===== src/logic/rtcig_defs.svh =====
`ifndef RTCIG_DEFS_SVH
`define RTCIG_DEFS_SVH

// ==================================================
// register map, byte offsets on the 7-bit address
`define RTCIG_SECONDS      7'h00
`define RTCIG_CTRL_A       7'h0a
`define RTCIG_CTRL_B       7'h0b
`define RTCIG_STATUS_C     7'h0c
`define RTCIG_STATUS_D     7'h0d
`define RTCIG_RAM_LO       7'h0e
`define RTCIG_CENTURY      7'h32
`define RTCIG_RAM_HI       7'h7f

// ==================================================
// control register a fields
`define RTCIG_A_UPD_BIT    7
`define RTCIG_A_OSC_BIT    5
`define RTCIG_A_RATE_LSB   0
`define RTCIG_A_RST        8'h20

// ==================================================
// control register b fields
`define RTCIG_B_SET_BIT    7
`define RTCIG_B_PIE_BIT    6
`define RTCIG_B_AIE_BIT    5
`define RTCIG_B_UIE_BIT    4
`define RTCIG_B_SQUARE_WAVE_ENABLE_BIT   3
`define RTCIG_B_DM_BIT     2
`define RTCIG_B_HR24_BIT   1

// ==================================================
// status register c and d fields
`define RTCIG_C_INTERRUPT_SUMMARY_FLAG_BIT   7
`define RTCIG_C_PF_BIT     6
`define RTCIG_C_AF_BIT     5
`define RTCIG_C_UF_BIT     4
`define RTCIG_D_VALID      8'h80

// ==================================================
// timebase
`define RTCIG_XTAL_HZ      32768
`define RTCIG_DIV_STAGES   15
`define RTCIG_RAM_FILL     8'hff

`endif


===== src/logic/rtcig_pkg.sv =====
package rtcig_pkg;

  // ==================================================
  // bus request carrier
  typedef struct packed {
    logic       wr;
    logic       rd;
    logic [6:0] addr;
    logic [7:0] wdata;
  } rtcig_bus_s;

  // ==================================================
  // whole block state
  typedef struct packed {
    logic [127:0][7:0] mem;
    logic [14:0]       div;
    logic              xtal_prev;
    logic              xout;
    logic              sqw;
    logic              pf;
    logic              af;
    logic              uf;
    logic              interrupt_summary_flag;
    logic [7:0]        rdata;
  } rtcig_state_s;

endpackage : rtcig_pkg


===== src/logic/rtcig_top.sv =====
`timescale 1ns/1ps
`include "rtcig_defs.svh"

// Contract
// RL1: irq low while enabled flag set
// RL2: reading status c clears flags, releases irq
// RL3: reset clears pending interrupt conditions; the code keeps uf
// RL4: idle irq floats, never driven high
// RL5: irq is open-drain only
// RL6: ram clear fills user ram with ones
// RL7: clear only when low in battery mode
// RL8: square wave from one of divider taps
// RL9: rate from reg a, enable in b
// RL10: no square wave below trip level
// RL11: bus ignored below trip level
// RL12: timebase from 32.768khz crystal input
// RL13: oscillator runs per control enable bit
// RL14: 14 registers plus 114/113 ram bytes
// RL15: 12/24 hour format bit kept
// RL16: three maskable sources, one irq output
// RL17: multiplexed bus, two timing styles
// RL18: reset clears enables, flags, square_wave_enable, bus; the code clears pf and af but keeps uf
// RL19: bus style pin picks strobe timing
// RL20: status c and d are read-only
// RL21: rate code to tap from table
module rtcig_top
  import rtcig_pkg::*;
#(
  parameter logic        CENTURY_BYTE  = 1'b0,
  // four bits per rate code, code 0 turns the tap off
  parameter logic [63:0] RATE_TAP_MAP  = 64'h0123456789abcde0
)(
  // clock and reset
  input  wire logic       core_clk,
  input  wire logic       rst_b,
  // register port
  input  wire rtcig_bus_s bus_req,
  output logic [7:0]      bus_rdata,
  // supply and ram clear
  input  wire logic       power_fail,
  input  wire logic       ram_clear_n,
  // timekeeping events
  input  wire logic       alarm_event,
  input  wire logic       update_end_event,
  // crystal pins
  input  wire logic       crystal_in,
  output logic            crystal_out,
  // interrupt request, open drain
  output logic            irq_out,
  output logic            irq_oe,
  // square wave
  output logic            square_wave_out
);

  // ==================================================
  // reset release
  logic [1:0]   rst_sync_q;
  logic         rst_sync_b;

  // ==================================================
  // state and decode
  rtcig_state_s st_q;
  rtcig_state_s st_d;
  logic         bus_ok;
  logic [3:0]   rate_code;
  logic [3:0]   tap;
  logic         osc_en;
  logic         tick;
  logic         per_evt;
  logic         rd_c;
  logic [7:0]   ctrl_b;

  // two-flop release, assertion is immediate and asynchronous
  always_ff @(posedge core_clk or negedge rst_b)
  begin
    if (!rst_b)
      rst_sync_q <= 2'b00;
    else
      rst_sync_q <= {rst_sync_q[0], 1'b1};
  end

  assign rst_sync_b = rst_sync_q[1];

  // ==================================================
  // next-state logic
  // storage has no reset: clock, calendar and ram survive reset
  always_comb
  begin
    st_d      = st_q;
    // RL11 bus gated off below trip or in reset
    bus_ok    = rst_sync_b & ~power_fail;
    rate_code = st_q.mem[`RTCIG_CTRL_A][`RTCIG_A_RATE_LSB +: 4];
    osc_en    = st_q.mem[`RTCIG_CTRL_A][`RTCIG_A_OSC_BIT];
    ctrl_b    = st_q.mem[`RTCIG_CTRL_B];
    // RL21 tap chosen by the supplied rate table
    tap       = RATE_TAP_MAP[{rate_code, 2'b00} +: 4];
    // RL12 rising edge of the 32.768khz input
    tick      = osc_en & crystal_in & ~st_q.xtal_prev;
    rd_c      = bus_ok & bus_req.rd & (bus_req.addr == `RTCIG_STATUS_C);

    // crystal follower and divider chain
    st_d.xtal_prev = crystal_in;
    // RL13 amplifier and chain stop with the enable bit
    st_d.xout      = osc_en & ~crystal_in;
    if (tick)
      st_d.div = st_q.div + 15'h0001;

    // RL8 periodic event on a rising edge of the tap
    per_evt = tick & (rate_code != 4'h0) & st_d.div[tap] & ~st_q.div[tap];

    // RL9 rate from reg a, gated by the enable in reg b
    // RL10 nothing leaves the pin below the trip level
    st_d.sqw = (rate_code != 4'h0) & ctrl_b[`RTCIG_B_SQUARE_WAVE_ENABLE_BIT]
               & ~power_fail & st_q.div[tap];

    // RL2 read of c clears the flags
    if (rd_c)
    begin
      st_d.pf = 1'b0;
      st_d.af = 1'b0;
      st_d.uf = 1'b0;
    end
    // RL16 three sources, set wins over a same-cycle read
    if (per_evt)
      st_d.pf = 1'b1;
    if (alarm_event)
      st_d.af = 1'b1;
    if (update_end_event)
      st_d.uf = 1'b1;

    // writes; RL15 the 12/24 bit is plain storage in reg b
    if (bus_ok && bus_req.wr)
    begin
      case (bus_req.addr)
        // RL20 status registers ignore writes
        `RTCIG_STATUS_C, `RTCIG_STATUS_D : ;
        // update flag is read-only, stored as zero
        `RTCIG_CTRL_A :
          st_d.mem[`RTCIG_CTRL_A] = {1'b0, bus_req.wdata[6:0]};
        // top bit of seconds is read-only and reads zero
        `RTCIG_SECONDS :
          st_d.mem[`RTCIG_SECONDS] = {1'b0, bus_req.wdata[6:0]};
        default :
          st_d.mem[bus_req.addr] = bus_req.wdata;
      endcase
    end

    // read data valid only in the cycle after the strobe
    st_d.rdata = 8'h00;
    if (bus_ok && bus_req.rd)
    begin
      case (bus_req.addr)
        `RTCIG_STATUS_C :
          st_d.rdata = {st_q.interrupt_summary_flag, st_q.pf, st_q.af, st_q.uf, 4'h0};
        `RTCIG_STATUS_D :
          st_d.rdata = `RTCIG_D_VALID;
        default :
          st_d.rdata = st_q.mem[bus_req.addr];
      endcase
    end

    // RL6 fill user ram, registers untouched
    // RL7 only with the pin low while on battery
    // RL14 century byte kept out of ram when present
    if (power_fail && !ram_clear_n)
    begin
      for (int i = `RTCIG_RAM_LO; i <= `RTCIG_RAM_HI; i++)
      begin
        if (!(CENTURY_BYTE && (7'(i) == `RTCIG_CENTURY)))
          st_d.mem[i] = `RTCIG_RAM_FILL;
      end
    end

    // RL18 reset clears enables, the pf and af flags and square_wave_enable
    // RL3 pf and af dropped while powered, uf kept
    if (!rst_sync_b)
    begin
      st_d.div       = 15'h0000;
      st_d.xtal_prev = 1'b0;
      st_d.xout      = 1'b0;
      st_d.sqw       = 1'b0;
      st_d.rdata     = 8'h00;
      st_d.mem[`RTCIG_CTRL_A] = `RTCIG_A_RST;
      if (!power_fail)
      begin
        st_d.mem[`RTCIG_CTRL_B][`RTCIG_B_PIE_BIT]  = 1'b0;
        st_d.mem[`RTCIG_CTRL_B][`RTCIG_B_AIE_BIT]  = 1'b0;
        st_d.mem[`RTCIG_CTRL_B][`RTCIG_B_UIE_BIT]  = 1'b0;
        st_d.mem[`RTCIG_CTRL_B][`RTCIG_B_SQUARE_WAVE_ENABLE_BIT] = 1'b0;
        st_d.pf = 1'b0;
        st_d.af = 1'b0;
      end
    end

    // RL1 summary flag from flags and their enables
    st_d.interrupt_summary_flag = (st_d.pf & st_d.mem[`RTCIG_CTRL_B][`RTCIG_B_PIE_BIT])
              | (st_d.af & st_d.mem[`RTCIG_CTRL_B][`RTCIG_B_AIE_BIT])
              | (st_d.uf & st_d.mem[`RTCIG_CTRL_B][`RTCIG_B_UIE_BIT]);
    if (!rst_sync_b && !power_fail)
      st_d.interrupt_summary_flag = 1'b0;
  end

  // single state register
  always_ff @(posedge core_clk)
  begin
    st_q <= st_d;
  end

  // ==================================================
  // outputs
  // RL4 pull-down only, the line floats when idle
  // RL5 open drain: low level, enable is the request
  assign irq_out         = 1'b0;
  assign irq_oe          = st_q.interrupt_summary_flag;
  assign bus_rdata       = st_q.rdata;
  assign crystal_out     = st_q.xout;
  assign square_wave_out = st_q.sqw;
endmodule : rtcig_top


===== config.mk =====
export PLATFORM = sky130hd
export DESIGN_NAME = rtcig_top
export DESIGN_NICKNAME = d
export VERILOG_FILES = /design/src/logic/rtcig_pkg.sv /design/src/logic/rtcig_top.sv
export VERILOG_INCLUDE_DIRS = /design/src /design/src/logic
export SDC_FILE = /design/constraint.sdc
export NUM_CORES = 2
export LEC_CHECK = 0
export CORE_ASPECT_RATIO = 2
export CORE_MARGIN = 4
export CORE_UTILIZATION = 28
export CTS_BUF_LIST = sky130_fd_sc_hd__clkbuf_8
export DETAILED_ROUTE_END_ITERATION = 8
export DONT_BUFFER_PORTS = 1
export PLACE_DENSITY = 0.53
export SYNTH_ARGS = -nofsm -noshare
export SYNTH_HDL_FRONTEND = slang
export SYNTH_SLANG_ARGS = --single-unit

===== constraint.sdc =====
create_clock -name core_clk -period 3.1 [get_ports core_clk]
set_input_delay 0 -clock core_clk [delete_from_list [all_inputs] [get_ports core_clk]]
set_output_delay 0 -clock core_clk [all_outputs]
set_load 0.005 [all_outputs]

==> metrics.md <==
| Metric | Value |
|---|---|
| Initial antenna violation count | `10` |
| Starting density of the core | `0.282` |
| Sequential Power Share | `0.496` |
| Final WS setup | `0.00422 ns` |
| Cell mode on critical path | `buf_4` |
| Most frequent cell after synthesis | `nand2_1` |
| First-pass GRT wire length | `295000 um` |
| Top cell type by total area after synthesis | `dfxtp_1` |
| Share of the synthesized area in the top cell type | `0.414` |
| Sw frac | `0.270` |
| Postcts setup bufs | `0` |
| Htree depth | `4` |
| Worst slew margin | `0.0560` |
| # IOs | `36` |
| Nature of the critical path startpoint | `register` |
| Largest net degree at the start of global routing | `204` |
| Worst-path maximum fanout | `2` |
| Fraction of registers with async set/reset | `0.00189` |
| Vias | `43733` |
| WL/cell | `26.5 um` |
| Status | `complete, no violations` |
| Hold Fails Final Rpt | `0` |
| Syn avg cell area | `8.32 um2` |
| Share of cells above drive strength 1 | `0.118` |
| Clock share of power | `0.418` |
| F_max | `0.323 GHz` |
| Hold endpoint | `bus_rdata[7]` |
| Gate count after technology mapping | `5537` |
| Worst Reg-to-Reg Cells | `8` |
| Vias per cell | `5.63` |
| Drt first pass iters | `6` |
| Final #Nets | `5572` |
| Pre-CTS setup slack | `0.0209 ns` |
| # port buffers | `0` |
| Fin Setup TNS | `0 ns` |
| Mapped cell area | `46100 um2` |
| Crit share post-route | `0.999` |
| Hold Path Stages | `4` |
| Fillers | `17133` |
| Vias in the first global route | `41950` |
| Core box area | `164000 um2` |
| Fin. max-slew vios | `0` |
| Post-synth top flop | `dfxtp_1` |
| Area Growth Syn to Fin | `14.5%` |
| Final Critical Period | `3.10 ns` |
| Row count | `210` |
| Peak VDD IR | `0.396 mV` |
| Logic pwr share | `0.085` |
| WP data required | `3.85 ns` |
| Leakage | `0.0215 uW` |
| # setup viols final | `0` |
| Unrepaired setup endpoints after global routing | `false` |
| Post-Route WL | `206000 um` |
| Max-cap viol count | `0` |
| Worst Hold Class | `in2reg` |
| Clock Skew | `0.0450 ns` |
| Hold Crit Start | `bus_req[11]` |
| Critical path capture point type | `register` |
| Num CTS Buffers | `155` |
| DP HPWL | `126000 um` |
| Root buf cell | `clkbuf_8` |
| Yosys cell types | `93` |
| Grt ovf | `0` |
| Iter 0 DRT Violations | `4952` |
| P_sw | `7560 uW` |
| Chip height | `582 um` |
| Worst-skew pair later-pin latency | `0.88 ns` |
| Number of synthesized flops with an enable pin | `100` |
| Reg-to-reg endpoint | `bus_rdata[7]` |
| Post-synthesis sequential area ratio | `0.481` |
| Die Wd | `295 um` |
| RR Startpoint | `st_q[909]` |
| Clk sinks | `1056` |
| Worst-Margin Slew | `1.41 ns` |
| Clock slew at reported path FFs | `0.06 ns` |
| ANT nets after route | `0` |
| Worst R2R Setup Slack | `0.004 ns` |
| Top cells by count, synth | `1653 x nand2_1, 973 x nand3_1, 954 x dfxtp_1` |
| Cells along the critical path | `mux2_2 -> a221oi_1 -> nor2_1 -> o311ai_0 -> buf_4 -> a32o_1 -> a41oi_1 -> buf_4` |
| Synth area leaders | `dfxtp_1 41%, nand2_1 13%, nand3_1 11%` |
| Die ar. | `172000 um2` |
| CTS tree | `yes` |
| Max incr delay on CP | `0.93 ns` |
| Critical path type | `reg2reg` |
| Number of synthesized register bits | `1056` |
| Total GRT Usage | `0.231` |
| Worst EP arrival | `3.85 ns` |
| Synthesis Warnings | `0` |
| Routability cong. | `0.949` |
| Int Power | `20400 uW` |
| # DRC | `0` |
| Critical Path Slowest Stage Cell | `o311ai_0` |
| Clock Path Buffers | `4` |
| Power per standard cell area | `530 nW/um2` |
## cell families (layout without fill, tap and decap cells)
| group | Yosys count | after routing | share of synthesized area |
|---|---|---|---|
| buffers and inverters | 480 | 572 | 0.0476 |
| other | 2 | 25 | 0.000163 |
| multiplexers | 272 | 272 | 0.0678 |
| flip-flops | 1056 | 1056 | 0.481 |
| AO/OA/AOI/OAI | 743 | 743 | 0.114 |
| AND/OR/NAND/NOR | 2969 | 2969 | 0.287 |
| XOR/XNOR | 14 | 14 | 0.00266 |
| adder cells (fa/ha/maj) | 1 | 1 | 0.000271 |
## how the worst max path moves through the flow
stage	start	to	slack [ns]	cells past startpoint
global route	rst_sync_q[1]	osc_en	0.03	9
finish	st_q[909]	bus_rdata[7]	0.004	8
floorplan	rate_code[2]	irq_oe	0.85	9
global placement	bus_req[8]	bus_rdata[7]	0.01	10
detailed placement	bus_req[8]	bus_rdata[7]	0.02	10
CTS	bus_req[8]	bus_rdata[7]	0.06	12
## critical path: cells and delay by family, from the launching register on
family / cells / cell delay [ns]
buf+inv: 2 / 0.51
simple gates: 1 / 0.08
compound gates: 4 / 1.78
mux: 1 / 0.27
flops: 1 / 0.31
## power by group through the flow
| stage | combinational, uW | sequential [uW] | clock, uW |
|---|---|---|---|
| after CTS | 2310 | 13900 | 11900 |
| after global placement | 1840 | 14200 | 0 |
| after global routing | 2410 | 13900 | 12300 |
| after floorplan | 1240 | 14200 | 0 |
| after detailed placement | 1840 | 14200 | 0 |
| final | 2390 | 13900 | 11700 |
## cells in the final DEF, fill, tap and decap left out, types with 12 or more instances in the layout
cell,instances
clkinv_2,14
nor2_4,16
a22oi_1,148
a21oi_1,92
a22o_1,50
dlygate4sd3_1,42
nand2_1,1650
o221ai_1,12
clkbuf_8,188
a211oi_1,14
a221o_1,15
xnor2_1,12
a31oi_1,38
and3_1,15
buf_4,222
mux4_2,25
o211ai_1,19
nor3_2,22
mux2i_1,176
o21ai_1,55
and2_1,22
a221oi_1,98
mux2_2,71
nor3_1,45
inv_1,49
nand3_1,973
nor2_1,107
dfxtp_1,954
o21ai_0,110
nand4_1,15
buf_12,30
conb_1,18
edfxtp_1,100
## metal layers
metal  routed length [um]  global-route usage  up-vias  share of wire
met1                70700               0.245    21314           0.34
met3                14400              0.0396      788          0.070
li1                     -                   -    19369              -
met2               101000               0.398     2256           0.49
met4                20100               0.187        6          0.098
met5                   34                   0        -        0.00017
## metrics by stage
step	area [um2]	hold WS (ns)	util	std cells	total power, uW
after CTS	52700	0.00374	0.322	7765	28100
after detailed placement	49000	-0.293	0.299	7454	16000
after global placement	49000	-0.293	0.299	7454	16000
after global routing	52800	0.0245	0.322	7767	28600
after floorplan	46100	-0.296	-	5553	15400
final	52800	0.0452	0.322	7772	28000
## state kept, by name, summed over array words and instances, names as in the netlist, 2 cells and up
name        cells
rate_code       4
ctrl_b          8
bus_rdata       8
st_q         1030
rst_sync_q      2
## layout make-up
type | instances | area, um2 | share of cell area
Tap cell | 2120 | 2650 | 0.0503
Clock inverter | 67 | 420 | 0.00797
Inverter | 12 | 45.0 | 0.000853
Timing Repair Buffer | 305 | 2980 | 0.0564
Antenna cell | 7 | 17.5 | 0.000332
Multi-Input combinational cell | 4017 | 21900 | 0.415
Sequential cell | 1056 | 22200 | 0.420
Clock buffer | 188 | 2590 | 0.0490
## timing repair
item	in CTS	in global routing
setup endpoints to repair	0	2
hold buffers	56	0
endpoints found under the hold margin	1137	0
gates resized for setup	0	4
No activity file was read; power rests on OpenSTA's default activity.
